### config.mk
export PLATFORM = sky130hd
export DESIGN_NAME = fdcr_top
export DESIGN_NICKNAME = d
export VERILOG_FILES = /design/src/design/fdcr_pkg.sv /design/src/design/fdcr_top.sv
export SDC_FILE = /design/constraint.sdc
export NUM_CORES = 1
export LEC_CHECK = 0
export ABC_AREA = 1
export BUFFER_PORTS_ARGS = -buffer_cell sky130_fd_sc_hd__buf_4
export CORE_ASPECT_RATIO = 1.4
export CORE_MARGIN = 10
export CORE_UTILIZATION = 45
export DETAILED_ROUTE_END_ITERATION = 10
export MAX_ROUTING_LAYER = met4
export PLACE_DENSITY_LB_ADDON = 0.3
export SLEW_MARGIN = 15
export SYNTH_ARGS = -nofsm -noshare
export SYNTH_HDL_FRONTEND = slang
export SYNTH_SLANG_ARGS = --single-unit
export TNS_END_PERCENT = 50
### constraint.sdc
create_clock -name clk_sys -period 6.6 [get_ports clk_sys]
set_input_delay 0.66 -clock clk_sys [delete_from_list [all_inputs] [get_ports clk_sys]]
set_output_delay 0.66 -clock clk_sys [all_outputs]
set_load 0.1 [all_outputs]
### src/design/fdcr_pkg.sv
// Package for the flash driver configuration register bank.
// Assumes a 10 MHz system clock; all timing counts derive from it.
package fdcr_pkg;

  // Clock rate
  localparam int CLK_HZ  = 10_000_000;
  localparam int CLK_MHZ = 10;

  // Serial port address (7 bits) and register offsets
  localparam logic [6:0] DEV_ADDR       = 7'h67;
  localparam logic [7:0] OFS_PEAK       = 8'h02;
  localparam logic [7:0] OFS_TIMER      = 8'h03;
  localparam logic [7:0] OFS_LOW_SUPPLY = 8'h04;
  localparam logic [7:0] OFS_THERMAL    = 8'h05;
  localparam logic [7:0] OFS_FLASH_CUR  = 8'h06;

  // Reset values, reserved bits included
  localparam logic [7:0] RST_PEAK       = 8'h08;
  localparam logic [7:0] RST_TIMER      = 8'h10;
  localparam logic [7:0] RST_LOW_SUPPLY = 8'hf0;
  localparam logic [7:0] RST_THERMAL    = 8'h14;
  localparam logic [7:0] RST_FLASH_CUR  = 8'h10;

  // Field positions
  localparam int PEAK_LIM_LSB  = 3;
  localparam int STRETCH_BIT   = 2;
  localparam int TIMER_LSB     = 4;
  localparam int AUTOCLR_BIT   = 3;
  localparam int SWFREQ_LSB    = 0;
  localparam int LOWTHR_LSB    = 5;
  localparam int LOWACT_BIT    = 4;
  localparam int THADAPT_BIT   = 7;
  localparam int RAMP_LSB      = 4;
  localparam int HEADROOM_LSB  = 2;
  localparam int DUTY_LSB      = 0;
  localparam int FLCUR_LSB     = 0;

  // Codes
  localparam logic [2:0] LOWTHR_OFF   = 3'h7;
  localparam logic [1:0] MODE_STANDBY = 2'h0;
  localparam logic [1:0] MODE_INDIC   = 2'h1;
  localparam logic [1:0] MODE_ASSIST  = 2'h2;
  localparam logic [1:0] MODE_FLASH   = 2'h3;
  localparam logic [3:0] DUTY_BASE    = 4'h2;

  // Timing: flash step, ramp base step, indicator PWM
  localparam int FLASH_STEP_MS  = 50;
  localparam int FLASH_STEP_CYC = FLASH_STEP_MS * (CLK_HZ / 1000);
  localparam int RAMP_BASE_US   = 8;
  localparam int RAMP_BASE_CYC  = RAMP_BASE_US * CLK_MHZ;
  localparam int PWM_FREQ_HZ    = 31_500;
  localparam int PWM_SLOTS      = 16;
  localparam int PWM_SLOT_CYC   = (CLK_HZ / PWM_FREQ_HZ) / PWM_SLOTS;

  // Decoded configuration handed to the converter
  typedef struct packed {
    logic [1:0] inductor_limit_sel;
    logic       freq_stretch_disable;
    logic [1:0] switch_freq_sel;
    logic [1:0] headroom_threshold;
    logic [2:0] ramp_step_time;
    logic [2:0] low_supply_threshold;
  } fdcr_cfg_t;

  typedef enum logic [3:0] {
    SP_IDLE     = 4'h0,
    SP_ADDR     = 4'h1,
    SP_ACK_ADDR = 4'h2,
    SP_PTR      = 4'h3,
    SP_ACK_PTR  = 4'h4,
    SP_WDATA    = 4'h5,
    SP_ACK_DATA = 4'h6,
    SP_RDATA    = 4'h7,
    SP_RACK     = 4'h8
  } fdcr_sp_st_t;

  typedef enum logic [1:0] {
    FL_IDLE = 2'h0,
    FL_RAMP = 2'h1,
    FL_HOLD = 2'h2
  } fdcr_fl_st_t;

endpackage : fdcr_pkg

### src/design/fdcr_top.sv
// Flash driver configuration bank: serial register port, flash timer,
// current ramp, low-supply and thermal fallback, indicator PWM.
// Assumes the mode register lives outside and reacts to mode_autoclear;
// analog comparator flags and the serial pins arrive asynchronously.
// What this block does
// - Two-bit inductor limit, 1.9A to 4.2A, reset 01, sent to converter
// - Stretch-disable bit, 0 lets frequency stretch below 1MHz, reset 0
// - Four-bit flash duration, 50ms per step, reset 0001
// - Autoclear bit 0 resets mode and enable after flash or torch
// - Two-bit switching frequency, 4MHz down to 1MHz, reset 00
// - Three-bit low-supply threshold from 3V, code 111 disables, reset 111
// - Low supply during flash ramp halts further ramp steps
// - Low supply during flash pulse lowers current until supply recovers
// - Low supply before flash: disabled if action bit 1, else TX current
// - Thermal adapt 1 cuts to TX current at 130C, else off at 150C
// - Three-bit ramp step time, 8us per code step, reset 001
// - Two-bit headroom threshold, 300mV to 750mV, reset 01
// - Indicator mode PWM, 31.5kHz asked, period 304 clocks or about 32.9kHz, duty 2/16 to 5/16
// - Six-bit flash current code, 31.7mA per step, reset 010000
// - Mode field decodes only indicator (PWM) and flash (flash_start); standby and assist do nothing here
// - TX-limited current comes from a separate code, used when TX high
`timescale 1ns/1ps
`default_nettype none

module fdcr_top
#(
  parameter int FLASH_STEP_CYC = fdcr_pkg::FLASH_STEP_CYC
)
(
  input  wire logic               clk_sys,
  input  wire logic               resetn,
  input  wire logic               scl_i,
  input  wire logic               sda_i,
  output logic                    sda_o,
  output logic                    sda_oe_n,
  input  wire logic [1:0]         mode_select,
  input  wire logic               flash_start,
  input  wire logic               flash_stop,
  input  wire logic               torch_end,
  input  wire logic               low_supply_below,
  input  wire logic               over_temp_130,
  input  wire logic               over_temp_150,
  input  wire logic               tx_high,
  input  wire logic [5:0]         tx_current_code,
  output fdcr_pkg::fdcr_cfg_t     cfg,
  output logic [5:0]              led_current_code,
  output logic                    flash_active,
  output logic                    flash_timeout,
  output logic                    mode_autoclear,
  output logic                    indicator_pwm
);

  // Read mux for the serial port; unmapped offsets read as zero
  function automatic logic [7:0] reg_read(input logic [7:0] ofs,
                                          input logic [39:0] regs);
    logic [7:0] v;
    v = 8'h00;
    unique case (ofs)
      fdcr_pkg::OFS_PEAK:       v = regs[7:0];
      fdcr_pkg::OFS_TIMER:      v = regs[15:8];
      fdcr_pkg::OFS_LOW_SUPPLY: v = regs[23:16];
      fdcr_pkg::OFS_THERMAL:    v = regs[31:24];
      fdcr_pkg::OFS_FLASH_CUR:  v = regs[39:32];
      default:                  v = 8'h00;
    endcase
    return v;
  endfunction : reg_read

  // Registers, stored whole so reserved bits read back
  logic [7:0]            peak_r, timer_r, lowsup_r, thermal_r, flcur_r;
  logic [5:0]            sync1_r, sync2_r;
  logic                  scl_d_r, sda_d_r;
  fdcr_pkg::fdcr_sp_st_t sp_st_r;
  logic [3:0]            bit_cnt_r;
  logic [7:0]            shift_r, ptr_r, tx_r;
  logic                  rw_r, drive_low_r;
  fdcr_pkg::fdcr_fl_st_t fl_st_r;
  logic [5:0]            cur_r;
  logic                  pre_low_r;
  logic [15:0]           step_cnt_r;
  logic [31:0]           tmr_cyc_r;
  logic [3:0]            tmr_step_r;
  logic                  timeout_r, autoclr_r;
  logic [8:0]            pwm_cyc_r;
  logic [3:0]            pwm_slot_r;

  // Synchronisers: only the second stage is read below
  always_ff @(posedge clk_sys or negedge resetn)
  begin
    if (!resetn) begin sync1_r <= 6'h3f; sync2_r <= 6'h3f; end
    else
    begin
      sync1_r <= {scl_i, sda_i, low_supply_below, over_temp_130, over_temp_150, tx_high};
      sync2_r <= sync1_r;
    end
  end

  wire scl_s = sync2_r[5];
  wire sda_s = sync2_r[4];
  wire low_s = sync2_r[3];
  wire ot130 = sync2_r[2];
  wire ot150 = sync2_r[1];
  wire tx_s  = sync2_r[0];

  // Field decode
  wire [3:0] duration_sel = timer_r[fdcr_pkg::TIMER_LSB +: 4];
  wire       autoclr_keep = timer_r[fdcr_pkg::AUTOCLR_BIT];
  wire [2:0] low_thr      = lowsup_r[fdcr_pkg::LOWTHR_LSB +: 3];
  wire       low_act_sel  = lowsup_r[fdcr_pkg::LOWACT_BIT];
  wire       th_adapt     = thermal_r[fdcr_pkg::THADAPT_BIT];
  wire [2:0] ramp_sel     = thermal_r[fdcr_pkg::RAMP_LSB +: 3];
  wire [1:0] duty_sel     = thermal_r[fdcr_pkg::DUTY_LSB +: 2];
  wire [5:0] flash_sel    = flcur_r[fdcr_pkg::FLCUR_LSB +: 6];

  // Converter settings come straight from the stored fields
  assign cfg.inductor_limit_sel   = peak_r[fdcr_pkg::PEAK_LIM_LSB +: 2];
  assign cfg.freq_stretch_disable = peak_r[fdcr_pkg::STRETCH_BIT];
  assign cfg.switch_freq_sel      = timer_r[fdcr_pkg::SWFREQ_LSB +: 2];
  assign cfg.headroom_threshold   = thermal_r[fdcr_pkg::HEADROOM_LSB +: 2];
  assign cfg.ramp_step_time       = ramp_sel;
  assign cfg.low_supply_threshold = low_thr;

  // Serial bus conditions, sampled on the synchronised lines
  wire scl_rise = scl_s & ~scl_d_r;
  wire scl_fall = ~scl_s & scl_d_r;
  wire start_c  = scl_s & scl_d_r & sda_d_r & ~sda_s;
  wire stop_c   = scl_s & scl_d_r & ~sda_d_r & sda_s;
  wire byte_done = (bit_cnt_r == 4'h8);
  wire [7:0] rd_byte = reg_read(ptr_r, {flcur_r, thermal_r, lowsup_r, timer_r, peak_r});
  wire wr_en = scl_fall & (sp_st_r == fdcr_pkg::SP_WDATA) & byte_done;

  // Open drain: only ever pulls low
  assign sda_o    = 1'b0;
  assign sda_oe_n = ~drive_low_r;

  // Serial protocol sequencer; a stop or restart always returns to idle/address
  always_ff @(posedge clk_sys or negedge resetn)
  begin
    if (!resetn)
    begin
      sp_st_r <= fdcr_pkg::SP_IDLE; bit_cnt_r <= 4'h0; shift_r <= 8'h00;
      ptr_r <= 8'h00; tx_r <= 8'h00; rw_r <= 1'b0; drive_low_r <= 1'b0;
      scl_d_r <= 1'b1; sda_d_r <= 1'b1;
    end
    else
    begin
      scl_d_r <= scl_s;
      sda_d_r <= sda_s;
      if (start_c)
      begin
        sp_st_r <= fdcr_pkg::SP_ADDR; bit_cnt_r <= 4'h0; drive_low_r <= 1'b0;
      end
      else if (stop_c)
      begin
        sp_st_r <= fdcr_pkg::SP_IDLE; drive_low_r <= 1'b0;
      end
      else if (scl_rise && sp_st_r != fdcr_pkg::SP_IDLE)
      begin
        shift_r   <= {shift_r[6:0], sda_s};
        bit_cnt_r <= bit_cnt_r + 4'h1;
        if (sp_st_r == fdcr_pkg::SP_RACK && sda_s)
          sp_st_r <= fdcr_pkg::SP_IDLE;                      // Host NACK ends the read
      end
      else if (scl_fall)
      begin
        unique case (sp_st_r)
          fdcr_pkg::SP_IDLE: ;
          fdcr_pkg::SP_ADDR:
            if (byte_done)
            begin
              if (shift_r[7:1] == fdcr_pkg::DEV_ADDR)
              begin
                sp_st_r <= fdcr_pkg::SP_ACK_ADDR; rw_r <= shift_r[0]; drive_low_r <= 1'b1;
              end
              else sp_st_r <= fdcr_pkg::SP_IDLE;
            end
          fdcr_pkg::SP_ACK_ADDR:
            if (rw_r)
            begin
              sp_st_r <= fdcr_pkg::SP_RDATA; tx_r <= rd_byte;
              drive_low_r <= ~rd_byte[7]; bit_cnt_r <= 4'h0;
            end
            else
            begin
              sp_st_r <= fdcr_pkg::SP_PTR; drive_low_r <= 1'b0; bit_cnt_r <= 4'h0;
            end
          fdcr_pkg::SP_PTR:
            if (byte_done)
            begin
              ptr_r <= shift_r; sp_st_r <= fdcr_pkg::SP_ACK_PTR; drive_low_r <= 1'b1;
            end
          fdcr_pkg::SP_ACK_PTR, fdcr_pkg::SP_ACK_DATA:
          begin
            sp_st_r <= fdcr_pkg::SP_WDATA; drive_low_r <= 1'b0; bit_cnt_r <= 4'h0;
          end
          fdcr_pkg::SP_WDATA:
            if (byte_done)
            begin
              ptr_r <= ptr_r + 8'h01; sp_st_r <= fdcr_pkg::SP_ACK_DATA; drive_low_r <= 1'b1;
            end
          fdcr_pkg::SP_RDATA:
            if (byte_done)
            begin
              ptr_r <= ptr_r + 8'h01; sp_st_r <= fdcr_pkg::SP_RACK; drive_low_r <= 1'b0;
            end
            else drive_low_r <= ~tx_r[3'd7 - bit_cnt_r[2:0]];
          fdcr_pkg::SP_RACK:
          begin
            sp_st_r <= fdcr_pkg::SP_RDATA; tx_r <= rd_byte;
            drive_low_r <= ~rd_byte[7]; bit_cnt_r <= 4'h0;
          end
          default: sp_st_r <= fdcr_pkg::SP_IDLE;
        endcase
      end
    end
  end

  // Register writes; reserved bits are stored but drive nothing
  always_ff @(posedge clk_sys or negedge resetn)
  begin
    if (!resetn)
    begin
      peak_r <= fdcr_pkg::RST_PEAK; timer_r <= fdcr_pkg::RST_TIMER;
      lowsup_r <= fdcr_pkg::RST_LOW_SUPPLY; thermal_r <= fdcr_pkg::RST_THERMAL;
      flcur_r <= fdcr_pkg::RST_FLASH_CUR;
    end
    else if (wr_en)
    begin
      if (ptr_r == fdcr_pkg::OFS_PEAK)       peak_r    <= shift_r;
      if (ptr_r == fdcr_pkg::OFS_TIMER)      timer_r   <= shift_r;
      if (ptr_r == fdcr_pkg::OFS_LOW_SUPPLY) lowsup_r  <= shift_r;
      if (ptr_r == fdcr_pkg::OFS_THERMAL)    thermal_r <= shift_r;
      if (ptr_r == fdcr_pkg::OFS_FLASH_CUR)  flcur_r   <= shift_r;
    end
  end

  // Flash control decode; a threshold code of all ones masks the comparator
  wire low_on      = low_s & (low_thr != fdcr_pkg::LOWTHR_OFF);
  wire th_cut      = th_adapt & ot130;
  wire th_off      = ~th_adapt & ot150;
  wire use_tx      = tx_s | th_cut | pre_low_r;
  wire [5:0] target = use_tx ? tx_current_code : flash_sel;
  wire [15:0] step_len = 16'((32'(ramp_sel) + 32'd1) * 32'(fdcr_pkg::RAMP_BASE_CYC));
  wire step_tick   = (step_cnt_r == step_len - 16'h1);
  wire tmr_tick    = (tmr_cyc_r == 32'(FLASH_STEP_CYC - 1));
  wire tmr_done    = tmr_tick & (tmr_step_r == duration_sel);
  wire fl_on       = (fl_st_r != fdcr_pkg::FL_IDLE);
  wire fl_end      = fl_on & (tmr_done | flash_stop | th_off);
  wire go_flash    = flash_start & (mode_select == fdcr_pkg::MODE_FLASH);
  wire refuse      = low_on & low_act_sel;

  // Flash sequencer: ramp up, hold, fold back on low supply or heat
  always_ff @(posedge clk_sys or negedge resetn)
  begin
    if (!resetn)
    begin
      fl_st_r <= fdcr_pkg::FL_IDLE; cur_r <= 6'h00; pre_low_r <= 1'b0;
      step_cnt_r <= 16'h0000; tmr_cyc_r <= 32'h0; tmr_step_r <= 4'h0;
    end
    else
    begin
      step_cnt_r <= (step_tick || !fl_on) ? 16'h0000 : step_cnt_r + 16'h0001;
      if (fl_on && !tmr_tick) tmr_cyc_r <= tmr_cyc_r + 32'h1;
      else tmr_cyc_r <= 32'h0;
      if (!fl_on) tmr_step_r <= 4'h0;
      else if (tmr_tick) tmr_step_r <= tmr_step_r + 4'h1;
      unique case (fl_st_r)
        fdcr_pkg::FL_IDLE:
          if (go_flash && !refuse)
          begin
            fl_st_r <= fdcr_pkg::FL_RAMP; cur_r <= 6'h00; pre_low_r <= low_on;
          end
        fdcr_pkg::FL_RAMP:
          if (fl_end) begin fl_st_r <= fdcr_pkg::FL_IDLE; cur_r <= 6'h00; end
          else if (cur_r > target) cur_r <= target;
          // A supply already low at start still ramps, but only to the TX current
          else if (low_on && !pre_low_r) fl_st_r <= fdcr_pkg::FL_HOLD;
          else if (step_tick)
          begin
            if (cur_r < target) cur_r <= cur_r + 6'h01;
            else fl_st_r <= fdcr_pkg::FL_HOLD;
          end
        fdcr_pkg::FL_HOLD:
          if (fl_end) begin fl_st_r <= fdcr_pkg::FL_IDLE; cur_r <= 6'h00; end
          else if (cur_r > target) cur_r <= target;
          else if (step_tick && low_on && cur_r != 6'h00)
            cur_r <= cur_r - 6'h01;
        default: fl_st_r <= fdcr_pkg::FL_IDLE;
      endcase
    end
  end

  // Event pulses; the mode register outside reacts to the autoclear pulse
  always_ff @(posedge clk_sys or negedge resetn)
  begin
    if (!resetn) begin timeout_r <= 1'b0; autoclr_r <= 1'b0; end
    else
    begin
      timeout_r <= fl_on & tmr_done;
      autoclr_r <= (fl_end | torch_end) & ~autoclr_keep;
    end
  end

  // Indicator PWM: 16 slots per period, high for code plus two slots
  wire pwm_slot_end = (pwm_cyc_r == 9'(fdcr_pkg::PWM_SLOT_CYC - 1));
  wire pwm_level = (mode_select == fdcr_pkg::MODE_INDIC)
                   & (pwm_slot_r < (fdcr_pkg::DUTY_BASE + {2'b00, duty_sel}));
  always_ff @(posedge clk_sys or negedge resetn)
  begin
    if (!resetn)
    begin
      pwm_cyc_r <= 9'h000; pwm_slot_r <= 4'h0; indicator_pwm <= 1'b0;
    end
    else
    begin
      pwm_cyc_r     <= pwm_slot_end ? 9'h000 : pwm_cyc_r + 9'h001;
      if (pwm_slot_end) pwm_slot_r <= pwm_slot_r + 4'h1;
      indicator_pwm <= pwm_level;
    end
  end

  assign led_current_code = cur_r;
  assign flash_active     = fl_on;
  assign flash_timeout    = timeout_r;
  assign mode_autoclear   = autoclr_r;

endmodule : fdcr_top

`default_nettype wire

After elaboration in Yosys (flattened, before gate mapping)
Index checks and enable logic that the tools add are counted.
{"block": "op_classes", "addsub": 13, "mul": 1, "magnitude_cmp": 4, "n_eq_ne": 48, "muxes": 59, "bitwise": 36, "n_reduce_logical": 44}
{"cell": "4-bit 2-to-1 mux", "count": 16}
{"cell": "6-bit 2-to-1 mux", "count": 10}
{"cell": "8-bit case mux with 5 select lines", "count": 1}
{"cell": "4-bit != test, second input constant", "count": 9}
{"cell": "32-bit by 1-bit adder with 32-bit output, second input constant", "count": 1}
{"cell": "32-bit by 19-bit == test with 1-bit output, second input constant", "count": 1}
{"cell": "32-bit 2-to-1 mux", "count": 1}
{"cell": "4-bit case mux with 8 select lines", "count": 1}
{"cell": "8-bit case mux with 2 select lines", "count": 2}
{"cell": "8-bit by 3-bit == test with 1-bit output, second input constant", "count": 3}
{"cell": "8-bit 2-to-1 mux", "count": 3}
{"cell": "7-bit AND reduction", "count": 3}
{"cell": "1-bit AND", "count": 19}
{"cell": "6-bit case mux with 3 select lines", "count": 1}
{"cell": "6-bit AND reduction", "count": 3}
{"cell": "16-bit by 1-bit adder with 16-bit output, second input constant", "count": 1}
{"cell": "16-bit == test", "count": 1}
{"cell": "4-bit by 3-bit == test with 1-bit output, second input constant", "count": 4}
{"cell": "8-bit by 2-bit == test with 1-bit output, second input constant", "count": 2}
{"cell": "16-bit 2-to-1 mux", "count": 1}
{"cell": "2-bit 2-to-1 mux", "count": 8}
{"cell": "5-bit != test, second input constant", "count": 3}
{"cell": "4-bit by 1-bit adder with 4-bit output, second input constant", "count": 3}
{"cell": "2-bit != test, second input constant", "count": 6}
{"cell": "49 further kinds", "count": 102}
{"block": "word_totals", "ff_bits": 165, "in_bits": 19, "output_inout_bits": 25, "elab_cells": 232}

Logic depth before layout (Yosys ltp)
{"block": "logic_depth", "word_depth": 11, "mapped_depth": 21, "depth_no_buf": 21}

Worst setup path before layout
Ideal clock, no wire load.
{"block": "synth_path", "path_type": "reg2reg", "startpoint": "register thermal_r[4]", "endpoint": "register cur_r[3], in the netlist led_current_code[3]", "setup_time_ns": 0.123, "arrival_time_ns": 2.849, "required_time_ns": 6.477, "slack_ns": 3.628, "stages_incl_launch_ff": 21, "path_buffers": 0, "period_less_slack_ns": 2.972, "path_cell_list": "dfstp_2 > ha_1 > inv_1 > xor2_1 > ha_1 > inv_1 > fa_1 > nand2_1 > inv_1 > nand3_1 > nand2_1 > nand3_1 > nand2_1 > nor2_2 > nand2_2 > nand3_2 > nand2_2 > inv_4 > nand2_4 > nand2_1 > nand2_1"}
{"block": "synth_between", "elab_chain_len": 8, "elab_cells_between_ends": 9}
{"element": "start, declared", "line_no": "fdcr_top.sv:70", "source": "logic [7:0] peak_r, timer_r, lowsup_r, thermal_r, flcur_r;"}
{"element": "start signal, assigned", "line_no": "fdcr_top.sv:224", "source": "lowsup_r <= fdcr_pkg::RST_LOW_SUPPLY; thermal_r <= fdcr_pkg::RST_THERMAL;"}
{"element": "start signal, assigned", "line_no": "fdcr_top.sv:232", "source": "if (ptr_r == fdcr_pkg::OFS_THERMAL) thermal_r <= shift_r;"}
{"element": "3-bit by 1-bit adder with 4-bit output (*)", "line_no": "fdcr_top.sv:243", "source": "wire [15:0] step_len = 16'((32'(ramp_sel) + 32'd1) * 32'(fdcr_pkg::RAMP_BASE_CYC));"}
{"element": "4-bit by 3-bit multiplier with 7-bit output (*)", "line_no": "fdcr_top.sv:243"}
{"element": "11-bit by 1-bit subtractor with 12-bit output (*)", "line_no": "fdcr_top.sv:244", "source": "wire step_tick = (step_cnt_r == step_len - 16'h1);"}
{"element": "16-bit == test (*)", "line_no": "fdcr_top.sv:244"}
{"element": "1-bit logical AND (2 in series)", "line_no": "fdcr_top.sv:286", "source": "else if (step_tick && low_on && cur_r != 6'h00)"}
{"element": "4-bit != test (no line)"}
{"element": "6-bit AND reduction (no line) (*)"}
{"element": "end signal, assigned", "line_no": "fdcr_top.sv:280", "source": "if (cur_r < target) cur_r <= cur_r + 6'h01;"}
{"element": "end signal, assigned", "line_no": "fdcr_top.sv:285", "source": "else if (cur_r > target) cur_r <= target;"}
{"element": "end signal, assigned", "line_no": "fdcr_top.sv:287", "source": "cur_r <= cur_r - 6'h01;"}
{"element": "end, declared", "line_no": "fdcr_top.sv:78", "source": "logic [5:0] cur_r;"}
Mark *: on every way between the ends. The rest lies on a longest branch, timed or not.
A chain may end at the register's enable or synchronous reset.

Final worst setup path
{"block": "layout_path", "startpoint": "register thermal_r[4]", "endpoint": "register cur_r[2], in the netlist led_current_code[2]"}
The elaborated chain is that of the path after synthesis.

==> flow_metrics.py <==
metrics = {
    "worst_setup_path": {
        "end_kind": "flip-flop",
        "required_ps": 6920,
        "cp_max_fo": 9,
        "critical_path.top_delay_family": "simple AND/OR/NAND/NOR gates",
        "cpPeakStageDelay_ps": 620,
        "cp_slowest_cell": "dfstp_2",
        "start_kind": "flip-flop",
        "cp_common_cell": "nand2_1",
        "crit_arrival_ps": 3550,
        "path_cells": "ha_1, inv_1, xor2_1, ha_1, inv_1, fa_1, nand2_1, inv_1, nand3_1, nand2_1, nand3_1, nand2_1, nor2_2, nand2_2, nand3_2, nand2_2, inv_4, nand2_4, nand2_1, nand2_1",
        "crit_buf_inv": 4,
        "critical_path_class": "reg -> reg",
    },
    "flow_run": {
        "timing.max_cap.violations": 0,
    },
    "placement": {
        "gp_congestion": 0.9046,
        "port_buffers": 42,
        "numPlacedInstances": 1442,
        "hpwl_mm": 15.93,
        "place_ws_ps": 3394,
    },
    "detailed_routing": {
        "ant_nets": 0,
        "route.detailed.drc": 0,
        "routed_via_density": 5.256,
        "drt_wl_total_mm": 21.96,
        "wl_per_cell_microns": 14.89,
        "drt_first_iter_violations": 534,
        "first_pass_iters": 5,
        "num_vias": 7748,
    },
    "floorplanning": {
        "dieHeight_microns": 190.1,
        "std_cell_rows": 62,
        "core_sq_um": 20400,
        "start_util_pct": 45.56,
        "fp.dieW_microns": 141.5,
        "ioPinCount": 44,
        "die-area_sq_um": 26890,
    },
    "timing": {
        "fin_skew_ps": 13.02,
        "slew_violations": 0,
        "grt_setup_unrepaired": "false",
        "relSlewSlack_pct": 27.30,
        "final-hold-violation-count": 0,
        "finalSetupViolCount": 0,
        "hold_slack_ps": 286.7,
        "worst_pin_slew_ps": 1085,
        "finalCritPeriodShare_pct": 48.93,
        "layout_min_cycle_time_ps": 3229,
        "finalSetupTns_ps": 0,
        "timing.fmax_mhz": 309.7,
        "setup_ws_ps": 3371,
    },
    "power": {
        "power_density_nw_per_um2": 316.6,
        "ir_drop_mv": 0.1929,
        "p_sw_share_pct": 38.41,
        "clkPwrFrac_pct": 33.4,
        "internal_power_uw": 2024,
        "seqPwrFrac_pct": 36.5,
        "combPwrFrac_pct": 30.2,
        "leakage_uw": 0.004820,
        "p_sw_uw": 1262,
    },
    "clocking": {
        "insertion_delay_ps": 440,
        "cts_root_buf": "clkbuf_16",
        "ctsHtreeMaxLevel": 4,
        "cts_sinks": 165,
        "ctsLongestPathBuffers": 2,
        "postCtsHoldBufs": 0,
        "post_cts_buffers": 0,
        "cts_made_buffers": 17,
        "clk_pin_slew_ps": 70,
        "cts_resized": 0,
        "cts_tree": "built",
    },
    "final_layout": {
        "syn2layout_area_growth_pct": 11.66,
        "fin_nets": 1256,
        "num_antenna_cells": 0,
        "layoutNonFillerInstCount": 1474,
        "final_layout_size_suffix_gt1_share_pct": 12.73,
        "fillers": 1972,
    },
    "grt": {
        "overflow": 0,
        "grt_pass1_wl_mm": 36.89,
        "gr-usage-all-layers_pct": 17.07,
        "grt_pass1_vias": 7881,
        "grt_max_degree": 89,
        "antenna_found_initial": 0,
    },
    "yosys": {
        "syn_area_sq_um": 9295,
        "synthDistinctLibCells": 54,
        "syn_nets": 1228,
        "synth_seq_cells": 165,
        "synth_cells": 1177,
        "yosysSeqAreaShare_pct": 44.73,
        "avgSynthCellArea_sq_um": 7.897,
        "synth_flop_cell": "dfrtp_1",
        "async_flop_share_pct": 100.0,
        "ys_warn_count": 0,
        "synth_edf_count": 0,
    },
    "status": {
        "outcome": "complete, no violations",
    },
    "worst_hold_path": {
        "hold_path.class": "in -> async",
    },
}
==> per-layer routing <==
metal  global-route usage (%)  vias up  share of wire [%]
li1                         -     3850                  -
met1                    19.86     3720                 44
met2                    29.55      143                 51
met3                    2.270       35                2.6
met4                    5.950        0                2.0
met5                        -        -                  0
==> worst paths after layout <==
kind	slack, ps	from	depth (start not counted)	end
setup reg to reg	3370	thermal_r[4]$_DFFE_PN1P_	20	led_current_code[2]$_DFFE_PN0P_
setup / recovery	3370	thermal_r[4]$_DFFE_PN1P_	20	led_current_code[2]$_DFFE_PN0P_
hold reg to reg	360	sync1_r[5]$_DFF_PN1_	0	sync2_r[5]$_DFF_PN1_
hold / removal	290	resetn	1	step_cnt_r[12]$_DFF_PN0_
max in group asynchronous	4850	resetn	2	shift_r[4]$_DFFE_PN0P_
min in group clk_sys	320	over_temp_130	1	sync1_r[2]$_DFF_PN1_
==> area by class of cell <==
type / count / area, sq um / area share (%)
clock buffers: 17 / 425.4 / 4.099
clock inverters: 15 / 217.7 / 2.098
inverters: 153 / 576.8 / 5.558
multi-input cells: 825 / 4354 / 41.95
flip-flops and latches: 165 / 4158 / 40.06
well taps: 256 / 320.3 / 3.086
repair buffers: 43 / 326.6 / 3.146
==> registers in the layout, summed over array words and instances (netlist names), 2 cells and up <==
| name | flops |
|---|---|
| bit_cnt_r | 4 |
| fl_st_r | 2 |
| flcur_r | 8 |
| led_current_code | 6 |
| lowsup_r | 8 |
| peak_r | 8 |
| ptr_r | 8 |
| pwm_cyc_r | 9 |
| pwm_slot_r | 4 |
| shift_r | 8 |
| sp_st_r | 4 |
| step_cnt_r | 16 |
| sync1_r | 6 |
| sync2_r | 6 |
| thermal_r | 8 |
| timer_r | 8 |
| tmr_cyc_r | 32 |
| tmr_step_r | 4 |
| tx_r | 8 |
==> power groups by stage <==
stage,Clock (uW),Combinational (uW),Sequential [uW]
after floorplan,0,677,1290
after global routing,1150,1120,1210
after detailed placement,0,997,1210
final,1100,991,1200
after global placement,0,983,1210
after CTS,1120,999,1200
==> cells in the mapped netlist, types with 2 or more instances <==
master,count,share of area (%)
nor3_1,31,1.7
xor2_1,21,2.0
inv_2,6,0.24
mux2i_1,2,0.22
dfrtp_1,142,38
a211oi_1,2,0.16
and2_1,2,0.13
a21oi_1,58,3.1
nor4_2,2,0.27
o22ai_1,3,0.20
nand2_2,7,0.47
dfstp_2,23,6.5
nor2_1,108,4.4
buf_2,7,0.38
nor2_2,15,1.0
nand2_1,281,11
clkbuf_1,8,0.32
nand3_2,3,0.32
nand3_1,56,3.0
nor3b_1,7,0.57
and3_1,2,0.13
o21bai_1,3,0.24
o211ai_1,2,0.16
o31ai_1,3,0.24
ha_1,31,4.2
nor4_4,2,0.46
nand2_4,3,0.36
xnor2_1,15,1.4
a31oi_1,3,0.20
buf_4,16,1.3
nor4_1,11,0.74
nor2_4,5,0.61
nand4_1,20,1.3
inv_1,145,5.9
o21ai_1,11,0.59
clkbuf_2,2,0.11
nor3b_2,2,0.27
or2_2,6,0.40
a21o_1,2,0.16
nor3_2,3,0.32
o21ai_0,93,5.0
==> through the flow <==
step	util [%]	total power, uW	area (sq um)
floorplan	-	1972	9295
finish	50.87	3286	10380
global route	50.87	3485	10380
global placement	47.72	2195	9736
detailed placement	47.72	2211	9736
CTS	50.87	3313	10380
==> placed cells by master (no fill, tap or decap), types with 3 or more instances in the layout <==
cell	instances
o21ai_1	11
inv_1	145
nor2_1	108
nor3_2	3
nand2_1	281
clkbuf_16	17
o21bai_1	3
nand2_4	3
inv_2	6
nor3_1	31
nand3_2	3
nand4_1	20
dfstp_2	23
a31oi_1	3
xor2_1	21
inv_6	4
ha_1	31
nor2_4	5
nor3b_1	7
clkinv_4	4
nand2_2	7
o22ai_1	3
or2_2	6
xnor2_1	15
nor4_1	11
nand3_1	56
o31ai_1	3
nor2_2	15
buf_4	42
o21ai_0	93
dfrtp_1	142
bufinv_16	4
a21oi_1	58
==> cell families (layout without fill, tap and decap cells) <==
logic type	Yosys count	count (layout)	synth area share, %
simple gates	569	569	28.27
flops	165	165	44.73
mux	2	2	0.2154
buf+inv	187	228	8.426
other cells	1	1	0.04034
xor+xnor	36	36	3.392
fa+ha+maj	32	32	4.388
compound gates	185	185	10.54
Power figures use the tool's default switching activity.
